===== src/rtl/guard_pkg.sv =====
// Constants and types for the write guard and stop latch block
package guard_pkg;
    localparam int PNUM_W = 10;
    localparam int SET_W = 14;
    localparam logic [SET_W-1:0] NOT_USED = 14'h270f;
    localparam logic [1:0] WP_STOP_ONLY = 2'h0;
    localparam logic [1:0] WP_LOCKED = 2'h1;
    localparam logic [1:0] WP_ANY = 2'h2;
    localparam logic [1:0] DIR_BOTH = 2'h0;
    localparam logic [1:0] DIR_NO_REV = 2'h1;
    localparam logic [1:0] DIR_NO_FWD = 2'h2;
    localparam logic [4:0] RSS_LATCH_MIN = 5'h0e;
    localparam logic [PNUM_W-1:0] P_CARRIER = 10'h048;
    localparam logic [PNUM_W-1:0] P_SOFTMOD = 10'h0f0;
    localparam logic [PNUM_W-1:0] P_WPERM = 10'h04d;
    localparam logic [PNUM_W-1:0] P_DIRINH = 10'h04e;
    typedef enum logic [1:0] {
        SRC_PANEL = 2'b00,
        SRC_HANDHELD = 2'b01,
        SRC_SERIAL = 2'b10,
        SRC_TERMINAL = 2'b11
    } src_t;
    typedef enum logic [1:0] {
        REQ_WRITE = 2'b00,
        REQ_CLEAR = 2'b01,
        REQ_ALL_CLEAR = 2'b10,
        REQ_READ = 2'b11
    } req_t;
endpackage


===== src/rtl/param_write_guard.sv =====
// Write permission gate, direction inhibit and operator stop latch
`timescale 1ns/10ps
module param_write_guard (
    input wire logic CLK,
    input wire logic RST_N,
    input wire logic FORWARD_START_INPUT,
    input wire logic REVERSE_START_INPUT,
    input wire logic EXTERNAL_RESET_INPUT,
    input wire logic PANEL_OPERATION,
    input wire logic RUNNING,
    input wire logic HANDHELD_PRESENT,
    input wire logic [guard_pkg::SET_W-1:0] COMMAND_SOURCE_SELECTION,
    input wire logic [4:0] RESET_STOP_SELECTION,
    input wire logic [guard_pkg::SET_W-1:0] STOP_METHOD_SETTING,
    input wire logic [guard_pkg::SET_W-1:0] EXTENDED_DISPLAY_SELECTION,
    input wire logic STOP_KEY_PANEL,
    input wire logic STOP_KEY_HANDHELD,
    input wire logic MODE_KEY,
    input wire logic FORWARD_KEY,
    input wire logic REVERSE_KEY,
    input wire logic SERIAL_FORWARD,
    input wire logic SERIAL_REVERSE,
    input wire logic REQ_VALID,
    input wire guard_pkg::req_t REQ_KIND,
    input wire logic [guard_pkg::PNUM_W-1:0] REQ_PARAM,
    input wire logic [1:0] REQ_DATA,
    input wire logic EXEMPT_GROUP,
    input wire guard_pkg::src_t REQ_SOURCE,
    output logic OPERATOR_STOP_LATCH,
    output logic STOP_DECELERATE,
    output logic RUN_FORWARD,
    output logic RUN_REVERSE,
    output logic [1:0] WRITE_PERMISSION_SETTING,
    output logic [1:0] DIRECTION_INHIBIT_SETTING,
    output logic REQ_DONE,
    output logic REQ_ACCEPTED,
    output logic REQ_REFUSED,
    output logic PARAM_COMMIT,
    output guard_pkg::src_t RESP_SOURCE,
    output logic HANDHELD_IS_SOURCE
);
    import guard_pkg::*;

    // ==============================================================
    // Input synchronisers for pins
    logic [1:0] fwd_s, rev_s, res_s;
    always_ff @(posedge CLK) begin
        if (!RST_N) begin
            fwd_s <= 2'h0;
            rev_s <= 2'h0;
            res_s <= 2'h0;
        end else begin
            fwd_s <= {fwd_s[0], FORWARD_START_INPUT};
            rev_s <= {rev_s[0], REVERSE_START_INPUT};
            res_s <= {res_s[0], EXTERNAL_RESET_INPUT};
        end
    end
    wire fwd_pin = fwd_s[1];
    wire rev_pin = rev_s[1];
    wire ext_res = res_s[1];

    // ==============================================================
    // Command source and stop latch
    wire handheld_sel = HANDHELD_PRESENT
        && (COMMAND_SOURCE_SELECTION == NOT_USED);
    wire latch_on = RESET_STOP_SELECTION >= RSS_LATCH_MIN;
    wire sel_stop = handheld_sel ? STOP_KEY_HANDHELD : STOP_KEY_PANEL;
    wire other_stop = handheld_sel ? STOP_KEY_PANEL : STOP_KEY_HANDHELD;
    wire any_stop = STOP_KEY_PANEL | STOP_KEY_HANDHELD;
    wire set_latch = latch_on && ((!PANEL_OPERATION && any_stop)
        || (PANEL_OPERATION && other_stop));
    wire clr_latch = MODE_KEY && !RUNNING && !fwd_pin && !rev_pin;
    wire latch_d = set_latch ? 1'b1
        : (clr_latch ? 1'b0 : OPERATOR_STOP_LATCH);
    // Decelerate, never coast, regardless of stop method
    wire decel_d = latch_d || (PANEL_OPERATION && sel_stop)
        || (!latch_on && PANEL_OPERATION && any_stop);

    // ==============================================================
    // Direction inhibit over every start source
    wire fwd_req = PANEL_OPERATION ? FORWARD_KEY : (fwd_pin | SERIAL_FORWARD);
    wire rev_req = PANEL_OPERATION ? REVERSE_KEY : (rev_pin | SERIAL_REVERSE);
    wire fwd_ok = DIRECTION_INHIBIT_SETTING != DIR_NO_FWD;
    wire rev_ok = DIRECTION_INHIBIT_SETTING != DIR_NO_REV;
    wire can_run = !latch_d && !decel_d;
    wire run_f_d = can_run && fwd_req && !rev_req && fwd_ok;
    wire run_r_d = can_run && rev_req && !fwd_req && rev_ok;

    // ==============================================================
    // Write permission gate
    function automatic logic run_locked(input logic [PNUM_W-1:0] p);
        int n;
        n = int'(p);
        run_locked = (n == 23) || (n == 40) || (n == 48) || (n == 60)
            || (n == 66) || (n == 71) || (n == 79) || (n == 80)
            || (n >= 82 && n <= 84) || (n == 90) || (n == 96)
            || (n >= 178 && n <= 182) || (n == 190) || (n == 192)
            || (n >= 255 && n <= 258) || (n == 261) || (n == 298)
            || (n == 343) || (n == 450) || (n == 561) || (n == 563)
            || (n == 564);
    endfunction
    function automatic logic lock_exempt(input logic [PNUM_W-1:0] p);
        int n;
        n = int'(p);
        lock_exempt = (n == 22) || (n == 75) || (n == 77) || (n == 79)
            || (n == 160) || (n == 296) || (n == 297);
    endfunction
    wire is_write = REQ_KIND == REQ_WRITE;
    wire is_clear = (REQ_KIND == REQ_CLEAR) || (REQ_KIND == REQ_ALL_CLEAR);
    wire own_param = (REQ_PARAM == P_WPERM) || (REQ_PARAM == P_DIRINH);
    wire panel_run_ok = (REQ_PARAM == P_CARRIER)
        || (REQ_PARAM == P_SOFTMOD);
    wire ok0 = (PANEL_OPERATION && !RUNNING)
        || (EXEMPT_GROUP && !panel_run_ok)
        || (panel_run_ok && PANEL_OPERATION);
    wire ok1 = is_write && lock_exempt(REQ_PARAM);
    wire ok2 = !(RUNNING && run_locked(REQ_PARAM));
    wire wp_ok = (REQ_PARAM == P_WPERM) ? 1'b1
        : (WRITE_PERMISSION_SETTING == WP_STOP_ONLY) ? ok0
        : (WRITE_PERMISSION_SETTING == WP_LOCKED) ? ok1 : ok2;
    wire disp_ok = !own_param || (EXTENDED_DISPLAY_SELECTION == '0);
    wire mod_req = is_write || is_clear;
    wire accept = !mod_req || (wp_ok && disp_ok && !(is_clear
        && WRITE_PERMISSION_SETTING == WP_LOCKED));
    wire commit = REQ_VALID && accept && mod_req;
    wire wr_wp = commit && is_write && (REQ_PARAM == P_WPERM)
        && (REQ_DATA <= WP_ANY);
    wire wr_dir = commit && is_write && (REQ_PARAM == P_DIRINH)
        && (REQ_DATA <= DIR_NO_FWD);

    // ==============================================================
    // Registers
    always_ff @(posedge CLK) begin
        if (!RST_N) begin
            OPERATOR_STOP_LATCH <= 1'b0;
            STOP_DECELERATE <= 1'b0;
            RUN_FORWARD <= 1'b0;
            RUN_REVERSE <= 1'b0;
            WRITE_PERMISSION_SETTING <= WP_STOP_ONLY;
            DIRECTION_INHIBIT_SETTING <= DIR_BOTH;
            REQ_DONE <= 1'b0;
            REQ_ACCEPTED <= 1'b0;
            REQ_REFUSED <= 1'b0;
            PARAM_COMMIT <= 1'b0;
            RESP_SOURCE <= SRC_PANEL;
            HANDHELD_IS_SOURCE <= 1'b0;
        end else begin
            OPERATOR_STOP_LATCH <= ext_res ? 1'b0 : latch_d;
            STOP_DECELERATE <= !ext_res && decel_d;
            RUN_FORWARD <= !ext_res && run_f_d;
            RUN_REVERSE <= !ext_res && run_r_d;
            if (wr_wp) WRITE_PERMISSION_SETTING <= REQ_DATA;
            if (wr_dir) DIRECTION_INHIBIT_SETTING <= REQ_DATA;
            REQ_DONE <= REQ_VALID;
            REQ_ACCEPTED <= REQ_VALID && accept;
            REQ_REFUSED <= REQ_VALID && !accept;
            PARAM_COMMIT <= commit;
            if (REQ_VALID) RESP_SOURCE <= REQ_SOURCE;
            HANDHELD_IS_SOURCE <= handheld_sel;
        end
    end

    // ==============================================================
    // Assertions
    a_latch_reset_clear: assert property (@(posedge CLK) disable iff (!RST_N)
        ext_res |=> !OPERATOR_STOP_LATCH)
        else $error("stop latch not cleared by reset");
    a_latch_sets: assert property (@(posedge CLK) disable iff (!RST_N)
        (set_latch && !ext_res) |=> OPERATOR_STOP_LATCH && STOP_DECELERATE)
        else $error("stop latch not set");
    a_no_latch_low: assert property (@(posedge CLK) disable iff (!RST_N)
        (!latch_on && !OPERATOR_STOP_LATCH) |=> !OPERATOR_STOP_LATCH)
        else $error("latch set while disabled");
    a_dir_rev_block: assert property (@(posedge CLK) disable iff (!RST_N)
        DIRECTION_INHIBIT_SETTING == DIR_NO_REV |=> !RUN_REVERSE)
        else $error("reverse ran while inhibited");
    a_dir_fwd_block: assert property (@(posedge CLK) disable iff (!RST_N)
        DIRECTION_INHIBIT_SETTING == DIR_NO_FWD |=> !RUN_FORWARD)
        else $error("forward ran while inhibited");
    a_lock_refuse: assert property (@(posedge CLK) disable iff (!RST_N)
        (REQ_VALID && is_clear && WRITE_PERMISSION_SETTING == WP_LOCKED)
        |=> REQ_REFUSED && !PARAM_COMMIT)
        else $error("clear accepted while locked");
    a_read_allowed: assert property (@(posedge CLK) disable iff (!RST_N)
        (REQ_VALID && REQ_KIND == REQ_READ) |=> REQ_ACCEPTED)
        else $error("read refused");
    a_stop_only: assert property (@(posedge CLK) disable iff (!RST_N)
        (REQ_VALID && is_write && WRITE_PERMISSION_SETTING == WP_STOP_ONLY
        && RUNNING && !EXEMPT_GROUP && !panel_run_ok
        && REQ_PARAM != P_WPERM) |=> REQ_REFUSED)
        else $error("write accepted while running");
    a_run_list: assert property (@(posedge CLK) disable iff (!RST_N)
        (REQ_VALID && is_write && WRITE_PERMISSION_SETTING == WP_ANY
        && RUNNING && run_locked(REQ_PARAM)) |=> REQ_REFUSED)
        else $error("listed write accepted while running");
    a_wp_stable: assert property (@(posedge CLK) disable iff (!RST_N)
        !wr_wp |=> $stable(WRITE_PERMISSION_SETTING))
        else $error("setting changed without write");
    c_latch: cover property (@(posedge CLK) disable iff (!RST_N)
        set_latch ##1 OPERATOR_STOP_LATCH ##[1:20] !OPERATOR_STOP_LATCH);
    c_refused: cover property (@(posedge CLK) disable iff (!RST_N)
        REQ_REFUSED);
    c_wp_write: cover property (@(posedge CLK) disable iff (!RST_N) wr_wp);
    c_coast_decel: cover property (@(posedge CLK) disable iff (!RST_N)
        (STOP_METHOD_SETTING != NOT_USED && set_latch) ##1 STOP_DECELERATE);
endmodule


===== config.mk =====
export PLATFORM = sky130hd
export DESIGN_NAME = param_write_guard
export DESIGN_NICKNAME = d
export VERILOG_FILES = /design/src/rtl/guard_pkg.sv /design/src/rtl/param_write_guard.sv
export SDC_FILE = /design/constraint.sdc
export NUM_CORES = 1
export LEC_CHECK = 0
export ABC_CLOCK_PERIOD_IN_PS = 3800
export BUFFER_PORTS_ARGS = -buffer_cell sky130_fd_sc_hd__buf_2
export CORE_MARGIN = 10
export CORE_UTILIZATION = 46
export DETAILED_ROUTE_END_ITERATION = 10
export PLACE_DENSITY_LB_ADDON = 0.2
export SLEW_MARGIN = 20
export SYNTH_ARGS = -nofsm -noshare
export SYNTH_HDL_FRONTEND = slang
export SYNTH_SLANG_ARGS = --single-unit

===== constraint.sdc =====
create_clock -name CLK -period 3.8 [get_ports CLK]
set_input_delay 0 -clock CLK [delete_from_list [all_inputs] [get_ports CLK]]
set_output_delay 0 -clock CLK [all_outputs]
set_load 0.01 [all_outputs]

# After elaboration in Yosys (flattened, before gate mapping)
# Index checks and enable logic that the tools add are counted.
word_totals:
  ff_bits: 21
  latchBits: 0
  ram_bits: 0
  mem_bits_ro: 0
  in_bits: 80
  out_inout_bits: 15
  wordCells: 168
  mem_count: 0
op_classes:
  addsub: 0
  multipliers: 0
  n_div: 0
  order_cmp: 8
  n_eq_ne: 35
  shift: 0
  muxes: 9
  n_bitwise: 4
  reduce_logical: 97
op_table:
  columns: ["operator", "n"]
  rows:
  - ["$eq 10x10->1 const B", 9]
  - ["$eq 10x8->1 const B", 9]
  - ["$eq 10x7->1 const B", 6]
  - ["$logic_and 1x1->1", 39]
  - ["$logic_or 1x1->1", 38]
  - ["$eq 10x9->1 const B", 3]
  - ["$eq 10x6->1 const B", 2]
  - ["$ge 10x8->1 const B", 2]
  - ["$logic_not 1->1", 16]
  - ["$eq 14x14->1 const B", 1]
  - ["$logic_not 14->1", 1]
  - ["$ge 10x7->1 const B", 1]
  - ["$le 10x7->1 const B", 1]
  - ["$le 10x8->1 const B", 1]
  - ["$le 10x9->1 const B", 1]
  - ["$mux 1", 9]
  - ["$ge 5x4->1 const B", 1]
  - ["$eq 2x1->1 const B", 2]
  - ["$logic_not 2->1", 2]
  - ["$or 1x1->1", 3]
  - ["$eq 2x2->1 const B", 1]
  - ["$le 2x2->1 const B", 1]
  - ["$ne 2x1->1 const B", 1]
  - ["$ne 2x2->1 const B", 1]
  - ["other kinds (2)", 2]

# Logic depth before layout (Yosys ltp)
# Gate-level depths: netlist of the first run.
depth:
  word_depth: 35
  depth_mapped: 9
  ltp_nobuf: 9

# Least setup slack after synthesis of the first run
# OpenSTA, ideal clock, no wires.
synth_timing:
  path_kind: "reg-to-reg"
  startpoint: "register WRITE_PERMISSION_SETTING[1]"
  endpoint: "register PARAM_COMMIT"
  setup_time_ns: 0.116
  arrival_time_ns: 1.597
  required_time_ns: 3.684
  slack_ns: 2.087
  path_stages_with_launch: 8
  n_path_buf: 1
  period_less_slack_ns: 1.713
  path_cell_list: "dfxtp_1 > buf_6 > nand3b_1 > a2111oi_2 > or4b_1 > nand2_1 > nand3b_1 > and4_1"
synth_between:
  elab_chain_len: 9
  word_cells_on_any_way: 12
  cone_classes: "eq/ne (1); mux (3); reduce/logical (8)"
synth_lines:
  columns: ["item", "line_no", "text"]
  rows:
  - ["start: declaration", "param_write_guard.sv:33", "output logic [1:0] WRITE_PERMISSION_SETTING,"]
  - ["start signal: assignment", "param_write_guard.sv:139", "WRITE_PERMISSION_SETTING <= WP_STOP_ONLY;"]
  - ["start signal: assignment", "param_write_guard.sv:152", "if (wr_wp) WRITE_PERMISSION_SETTING <= REQ_DATA;"]
  - ["$eq 2x1->1", "param_write_guard.sv:120, param_write_guard.sv:124", null]
  - ["$mux 1", "param_write_guard.sv:120", ": (WRITE_PERMISSION_SETTING == WP_LOCKED) ? ok1 : ok2;"]
  - ["$mux 1", "param_write_guard.sv:119", ": (WRITE_PERMISSION_SETTING == WP_STOP_ONLY) ? ok0"]
  - ["$mux 1", "param_write_guard.sv:118", "wire wp_ok = (REQ_PARAM == P_WPERM) ? 1'b1"]
  - ["$logic_and 1x1->1", "param_write_guard.sv:123", "wire accept = !mod_req || (wp_ok && disp_ok && !(is_clear"]
  - ["$logic_and 1x1->1 *", "param_write_guard.sv:123", null]
  - ["$logic_or 1x1->1 *", "param_write_guard.sv:123", null]
  - ["$logic_and 1x1->1 * (2 in series)", "param_write_guard.sv:125", "wire commit = REQ_VALID && accept && mod_req;"]
  - ["end signal: assignment", "param_write_guard.sv:157", "PARAM_COMMIT <= commit;"]
  - ["end: declaration", "param_write_guard.sv:38", "output logic PARAM_COMMIT,"]
# Mark *: on every way between the ends. The rest lies on a longest branch, timed or not.
# A chain may end at the register's enable or synchronous reset.

# Worst setup path after layout of the first run
layout_timing:
  startpoint: "register fwd_s[1]"
  endpoint: "register RUN_REVERSE"
layout_between:
  elab_chain_len: 13
  word_cells_on_any_way: 17
  cone_classes: "mux (3); bitwise (1); reduce/logical (13)"
layout_lines:
  columns: ["item", "line_no", "text"]
  rows:
  - ["start: declaration", "param_write_guard.sv:46", "logic [1:0] fwd_s, rev_s, res_s;"]
  - ["start signal: assignment", "param_write_guard.sv:53", "fwd_s <= {fwd_s[0], FORWARD_START_INPUT};"]
  - ["$logic_not 1->1", "param_write_guard.sv:72", "wire clr_latch = MODE_KEY && !RUNNING && !fwd_pin && !rev_pin;"]
  - ["$logic_and 1x1->1 (2 in series)", "param_write_guard.sv:72", null]
  - ["$mux 1", "param_write_guard.sv:74", ": (clr_latch ? 1'b0 : OPERATOR_STOP_LATCH);"]
  - ["$mux 1", "param_write_guard.sv:73", "wire latch_d = set_latch ? 1'b1"]
  - ["$logic_or 1x1->1", "param_write_guard.sv:76", "wire decel_d = latch_d || (PANEL_OPERATION && sel_stop)"]
  - ["$logic_or 1x1->1", "param_write_guard.sv:77", "|| (!latch_on && PANEL_OPERATION && any_stop);"]
  - ["$logic_not 1->1", "param_write_guard.sv:85", "wire can_run = !latch_d && !decel_d;"]
  - ["$logic_and 1x1->1", "param_write_guard.sv:85", null]
  - ["$logic_and 1x1->1", "param_write_guard.sv:87", "wire run_r_d = can_run && rev_req && !fwd_req && rev_ok;"]
  - ["$logic_and 1x1->1 * (2 in series)", "param_write_guard.sv:87", null]
  - ["$logic_and 1x1->1 *", "param_write_guard.sv:151", "RUN_REVERSE <= !ext_res && run_r_d;"]
  - ["end signal: assignment", "param_write_guard.sv:151", null]
  - ["end: declaration", "param_write_guard.sv:32", "output logic RUN_REVERSE,"]
# Marked as above.

==> reports/qor.txt, run 1 <==
Status -> complete, no violations
Req. time, crit path -> 4.06 ns
Count leader, synth -> dfxtp_1
Netlist Area Pre-Place -> 0.00151 sq mm
Post-synth ARST share -> 0
Synth Area in Compound Gates -> 0.232
DR DRC count -> 0
Synth Area in XOR/XNOR -> 0.0175
Sequential area share after synthesis -> 0.279
Nets -> 353
Final setup margin -> 1.76 ns
DP HPWL -> 3.63 mm
Least-Margin Pin Slew -> 0.462 ns
Die area -> 0.00596 sq mm
Synth-to-Final Area Change -> 37.2%
Ys Warns -> 0
GPL Wtd Cong -> 0.863
Setup WS pre-CTS -> 1.89 ns
Top cells by count, synth -> dfxtp_1, nor2_1, inv_1, nand2_1, nand3_1
Slowest CP cell -> dlygate4sd3_1
Crit path time final -> 2.04 ns
Share of layout cells above drive strength 1 -> 0.348
Clock Sinks -> 21
Post-synthesis mux area share -> 0.0266
Clk root buf -> clkbuf_4
Final wirelength -> 4.60 mm
CTS tree -> yes
Yosys cell types -> 57
Slowest stage delay, CP -> 0.59 ns
Post-Syn Instances -> 182
Vias in the first global route -> 1769
Final Non-Filler Cells -> 314
Setup Viol. Count Final -> 0
Worst-path maximum fanout -> 2
Clk slew on worst S/H paths -> 0.12 ns
F_max -> 0.491 GHz
Crit path capture type -> flip-flop
CP bufs+invs -> 1
Post-route ant nets -> 0
Synth top area share -> 0.279
Worst Clk Skew -> 0.00308 ns
Dpl cells -> 296
Vias -> 1721
Row cnt -> 20
Hold Fails Final Rpt -> 0
Gr usage total -> 0.152
Slew margin rel. -> 0.684
Largest family of logic cells by synthesized area -> simple AND/OR/NAND/NOR gates
Die height -> 77.2 um
Synth Area in Adders -> 0.0166
Crit path max-delay family -> compound AO/OA/AOI/OAI gates
Core area -> 0.00310 sq mm
Number of synthesized flops with an enable pin -> 0
PortBufs -> 79
IO Pins -> 95
Final cycle utilization of the critical path -> 0.536
Iteration-0 DRC Markers -> 126
Worst EP arrival -> 2.30 ns
Crit path launch type -> flip-flop
First-pass GRT wire length -> 7.86 mm
Simple-Gate Fraction of Synth Area -> 0.360
Total power draw -> 0.000463 W
CTS H-tree lvls -> 1
Routed length per instance -> 14.7 um
Power per cell area -> 224 mW/mm^2
Final Slew Violations -> 0
Initial antenna violation count -> 0
RSZ-0062 raised after global routing -> no
Number of vias per cell -> 5.48
Pleak -> 0.941 nW
Largest net degree at the start of global routing -> 16
Setup bufs post-CTS -> 0
Antenna diodes -> 0
Top_reg_cell synth -> dfxtp_1
Post-Syn Area per Cell -> 8.27 sq um
Die width -> 77.2 um
Worst-Skew Late Latency -> 0.31 ns
CTS Buf Count -> 3
Number of max-cap violations -> 0
Crit-path cells -> o41ai_1 -> o21a_1 -> nand2b_1 -> a2111oi_0 -> dlygate4sd3_1
Setup TNS -> 0 ns
Hold crit path type -> primary input to flip-flop
Clock Path Buffers -> 2
Critical path type -> flip-flop to flip-flop
VDD IR max -> 204 uV
Total grt overflow -> 0
Synth top area cells -> dfxtp_1, nor2_1, nand3_1
Synth area leader -> dfxtp_1
Net Count, Synth -> 264
Synth Register Bits -> 21
Initial Utilization -> 0.485
First-pass DRT Iterations -> 4
metrics by stage:
step / cell area (sq um) / util / hold slack [ns]
floorplan: 1510 / - / 0.111
global placement: 1900 / 0.612 / 0.207
detailed placement: 1900 / 0.612 / 0.211
CTS: 2060 / 0.663 / 0.00312
global route: 2070 / 0.666 / 0.0258
finish: 2070 / 0.666 / 0.00197
cells by family (layout without fill, tap and decap cells):
logic type | after synthesis | in the layout
AO/OA/AOI/OAI | 42 | 42
XOR/XNOR | 3 | 3
adder cells (fa/ha/maj) | 2 | 2
buffers and inverters | 21 | 109
flip-flops | 21 | 21
multiplexers | 4 | 4
AND/OR/NAND/NOR | 89 | 89
metal layers:
| metal | up-vias | wire, um | track usage |
|---|---|---|---|
| met5 | - | 0 | 0 |
| met4 | 0 | 77 | 0.0511 |
| met3 | 9 | 337 | 0.0466 |
| met2 | 57 | 2380 | 0.273 |
| met1 | 788 | 1810 | 0.163 |
| li1 | 867 | - | - |
sequential cells by signal (all words and copies together), names as in the netlist, 2 cells and up:
name and flops:
DIRECTION_INHIBIT_SETTING 2, RESP_SOURCE 2, WRITE_PERMISSION_SETTING 2, fwd_s 2, res_s 2, rev_s 2
placed cells by master, fill, tap and decap left out, drive strengths merged, types with 3 or more instances in the layout:
master	instances
inv	12
dfxtp	21
clkbuf	3
nand2b	4
dlygate4sd3	14
a21oi	5
nand3b	6
nand3	9
o21ai	6
nand4b	4
nor3	8
mux2i	4
and2b	3
and2	7
nand4	4
o21a	3
a211oi	5
nor4	5
a2111oi	5
buf	79
o2111ai	3
nor2	18
nand2	10
final timing paths:
kind,start,to,slack [ns],depth (start not counted)
max,fwd_s[1]$_SDFF_PN0_,RUN_REVERSE$_SDFF_PN0_,1.76,5
min,REVERSE_KEY,RUN_FORWARD$_SDFF_PN0_,0.002,4
max reg2reg,fwd_s[1]$_SDFF_PN0_,RUN_REVERSE$_SDFF_PN0_,1.76,5
min reg2reg,rev_s[0]$_SDFF_PN0_,rev_s[1]$_SDFF_PN0_,0.45,1
timing repair:
item	in CTS	in global routing
endpoints found under the hold margin	11	1
hold buffers	13	1
resized for setup	0	0
area by class of cell:
cell class | instances | area [sq um]
clock buffer | 3 | 22.5
tap | 44 | 55.1
timing repair buffer | 93 | 536
multi-input combinational | 140 | 982
inverter | 12 | 45.0
clock inverter | 1 | 5.00
sequential | 21 | 420
fill | 299 | 1040
worst register-to-register path, delay by kind of cell, from the launching register on:
family          cells  cell delay, ns
simple gates        1            0.07
flops               1            0.33
buf+inv             1            0.59
compound gates      3            0.98
where the power goes:
part | leakage [nW] | switching, W | internal, W
clock network | 0.0177 | 0.0000689 | 0.0000393
registers | 0.172 | 0.00000259 | 0.000229
logic | 0.751 | 0.0000621 | 0.0000614
(Power assumes the default switching activity.)
==> run 2: changes to the inputs <==
- ABC_CLOCK_PERIOD_IN_PS: 3800 -> 1900
- CORE_UTILIZATION: 46 -> 43
- clock period: 3.8 -> 1.9 ns (I/O delays scaled with it)
==> reports/qor.txt, run 2 (synthesis gave the netlist of run 1 again) <==
DR DRC count -> 0 (unchanged)
Die area -> 0.00627 sq mm (was 0.00596 sq mm)
Number of max-cap violations -> 0 (unchanged)
Fin util -> 0.619 (was 0.666)
Most common cell after layout, fill and taps aside -> buf_2 (unchanged)
Commonest non-fill, non-tap cells in the layout -> buf_2, dfxtp_1, nor2_1, inv_1, dlygate4sd3_1 (was buf_2, dfxtp_1, nor2_1, dlygate4sd3_1, inv_1)
Row cnt -> 21 (was 20)
F_max -> 0.609 GHz (was 0.491 GHz)
IO Pins -> 95 (unchanged)
Core area -> 0.00336 sq mm (was 0.00310 sq mm)
Vias -> 1726 (was 1721)
Worst Clk Skew -> 0.00789 ns (was 0.00308 ns)
Final wirelength -> 4.69 mm (was 4.60 mm)
Critical path type -> flip-flop to flip-flop (unchanged)
Hold Fails Final Rpt -> 0 (unchanged)
Final setup margin -> 0.259 ns (was 1.76 ns)
Synth-to-Final Area Change -> 38.3% (was 37.2%)
Initial antenna violation count -> 0 (unchanged)
Initial Utilization -> 0.448 (was 0.485)
Clock Sinks -> 21 (unchanged)
CTS tree -> yes (unchanged)
Antenna diodes -> 0 (unchanged)
Hold crit path type -> primary input to flip-flop (unchanged)
Number of vias per cell -> 5.41 (was 5.48)
Crit path capture type -> flip-flop (unchanged)
Die width -> 79.2 um (was 77.2 um)
Setup TNS -> 0 ns (unchanged)
First-pass GRT wire length -> 7.65 mm (was 7.86 mm)
Iteration-0 DRC Markers -> 123 (was 126)
VDD IR max -> 374 uV (was 204 uV)
Largest net degree at the start of global routing -> 15 (was 16)
Clk slew on worst S/H paths -> 0.12 ns (about the same)
Share of layout cells above drive strength 1 -> 0.363 (was 0.348)
CTS resizes -> 0 (unchanged)
Setup WS pre-CTS -> 0.0924 ns (was 1.89 ns)
PortBufs -> 79 (unchanged)
Vias in the first global route -> 1791 (was 1769)
Pleak -> 0.956 nW (was 0.941 nW)
Clock Path Buffers -> 2 (unchanged)
DP HPWL -> 3.73 mm (was 3.63 mm)
First-pass DRT Iterations -> 4 (unchanged)
Nets -> 356 (was 353)
Req. time, crit path -> 2.12 ns (was 4.06 ns)
Crit path launch type -> flip-flop (unchanged)
Status -> complete, no violations (unchanged)
GPL Wtd Cong -> 0.897 (was 0.863)
Worst-Skew Late Latency -> 0.30 ns (was 0.31 ns)
RSZ-0062 raised after global routing -> no (unchanged)
Die height -> 79.2 um (was 77.2 um)
Power per cell area -> 446 mW/mm^2 (was 224 mW/mm^2)
Crit path time final -> 1.64 ns (was 2.04 ns)
Final Slew Violations -> 0 (unchanged)
Routed length per instance -> 14.7 um (about the same)
Gr usage total -> 0.146 (was 0.152)
CTS Buf Count -> 3 (unchanged)
Total grt overflow -> 0 (unchanged)
Least-Margin Pin Slew -> 0.571 ns (was 0.462 ns)
Setup bufs post-CTS -> 0 (unchanged)
Min Hold Slack -> 0.00181 ns (was 0.00197 ns)
Post-route ant nets -> 0 (unchanged)
Worst-path maximum fanout -> 5 (was 2)
Setup Viol. Count Final -> 0 (unchanged)
Worst EP arrival -> 1.86 ns (was 2.30 ns)
Clk root buf -> clkbuf_4 (unchanged)
CTS H-tree lvls -> 1 (unchanged)
Final cycle utilization of the critical path -> 0.864 (was 0.536)
R2R setup slack -> 0.26 ns (was 1.76 ns)
Slew margin rel. -> 0.610 (was 0.684)
run 2: cell types whose count changed in the layout (fill, tap and decap cells not counted):
cell / before / now
clkinv_2: 1 / 0
dlygate4sd3_1: 14 / 11
buf_4: 0 / 6
clkbuf_1: 0 / 1
run 2: report_power, final:
part | leakage, nW | internal (W) | total [W] | switching [W]
combinational | 0.769 | 0.000127 | 0.000253 | 0.000126
clock | 0.0150 | 0.0000818 | 0.000213 | 0.000131
sequential | 0.172 | 0.000457 | 0.000463 | 0.00000532
total | 0.956 | 0.000666 | 0.000928 | 0.000263
run 2: metrics by stage:
stage	cell area [sq um]	power, W	std cells
2_1_floorplan	1510	0.000595	182
3_3_place_gp	1950	0.000704	304
3_5_place_dp	1950	0.000707	304
4_1_cts	2090	0.000932	320
5_1_grt	2080	0.000980	319
6_report	2080	0.000928	319
run 2: cell type report:
class,instances,area (sq um)
timing repair buffer,96,551
multi-input combinational,140,982
inverter,12,45.0
fill,340,1280
sequential,21,420
clock buffer,4,26.3
tap,46,57.6
run 2: routing by layer:
| layer | part of all wire | up-vias | global-route usage | routed length, um |
|---|---|---|---|---|
| met2 | 0.51 | 61 | 0.268 | 2400 |
| met4 | 0.013 | 0 | 0.0556 | 59 |
| li1 | - | 869 | - | - |
| met5 | 0 | - | 0 | 0 |
| met1 | 0.40 | 790 | 0.152 | 1860 |
| met3 | 0.079 | 6 | 0.0450 | 370 |
run 2: final timing paths:
| path | startpoint | cells after the start | end |
|---|---|---|---|
| min reg2reg | rev_s[0]$_SDFF_PN0_ | 1 | rev_s[1]$_SDFF_PN0_ |
| max | WRITE_PERMISSION_SETTING[0]$_SDFFE_PN0P_ | 6 | REQ_REFUSED$_SDFF_PN0_ |
| max reg2reg | WRITE_PERMISSION_SETTING[0]$_SDFFE_PN0P_ | 6 | REQ_REFUSED$_SDFF_PN0_ |
| min | REQ_DATA[1] | 4 | DIRECTION_INHIBIT_SETTING[0]$_SDFFE_PN0P_ |
run 2: worst max-delay path, cell delays in order (launching register included):
cell       delay [ns]
dfxtp_1          0.38
nand3b_1         0.17
a2111oi_2        0.07
or4b_1           0.52
nand2_1          0.09
nand3b_1         0.10
a211oi_1         0.24
run 2: repair_timing:
item / in CTS / in global routing
hold buffers: 12 / 0
endpoints found under the setup margin: 0 / 1
endpoints found under the hold margin: 9 / 0
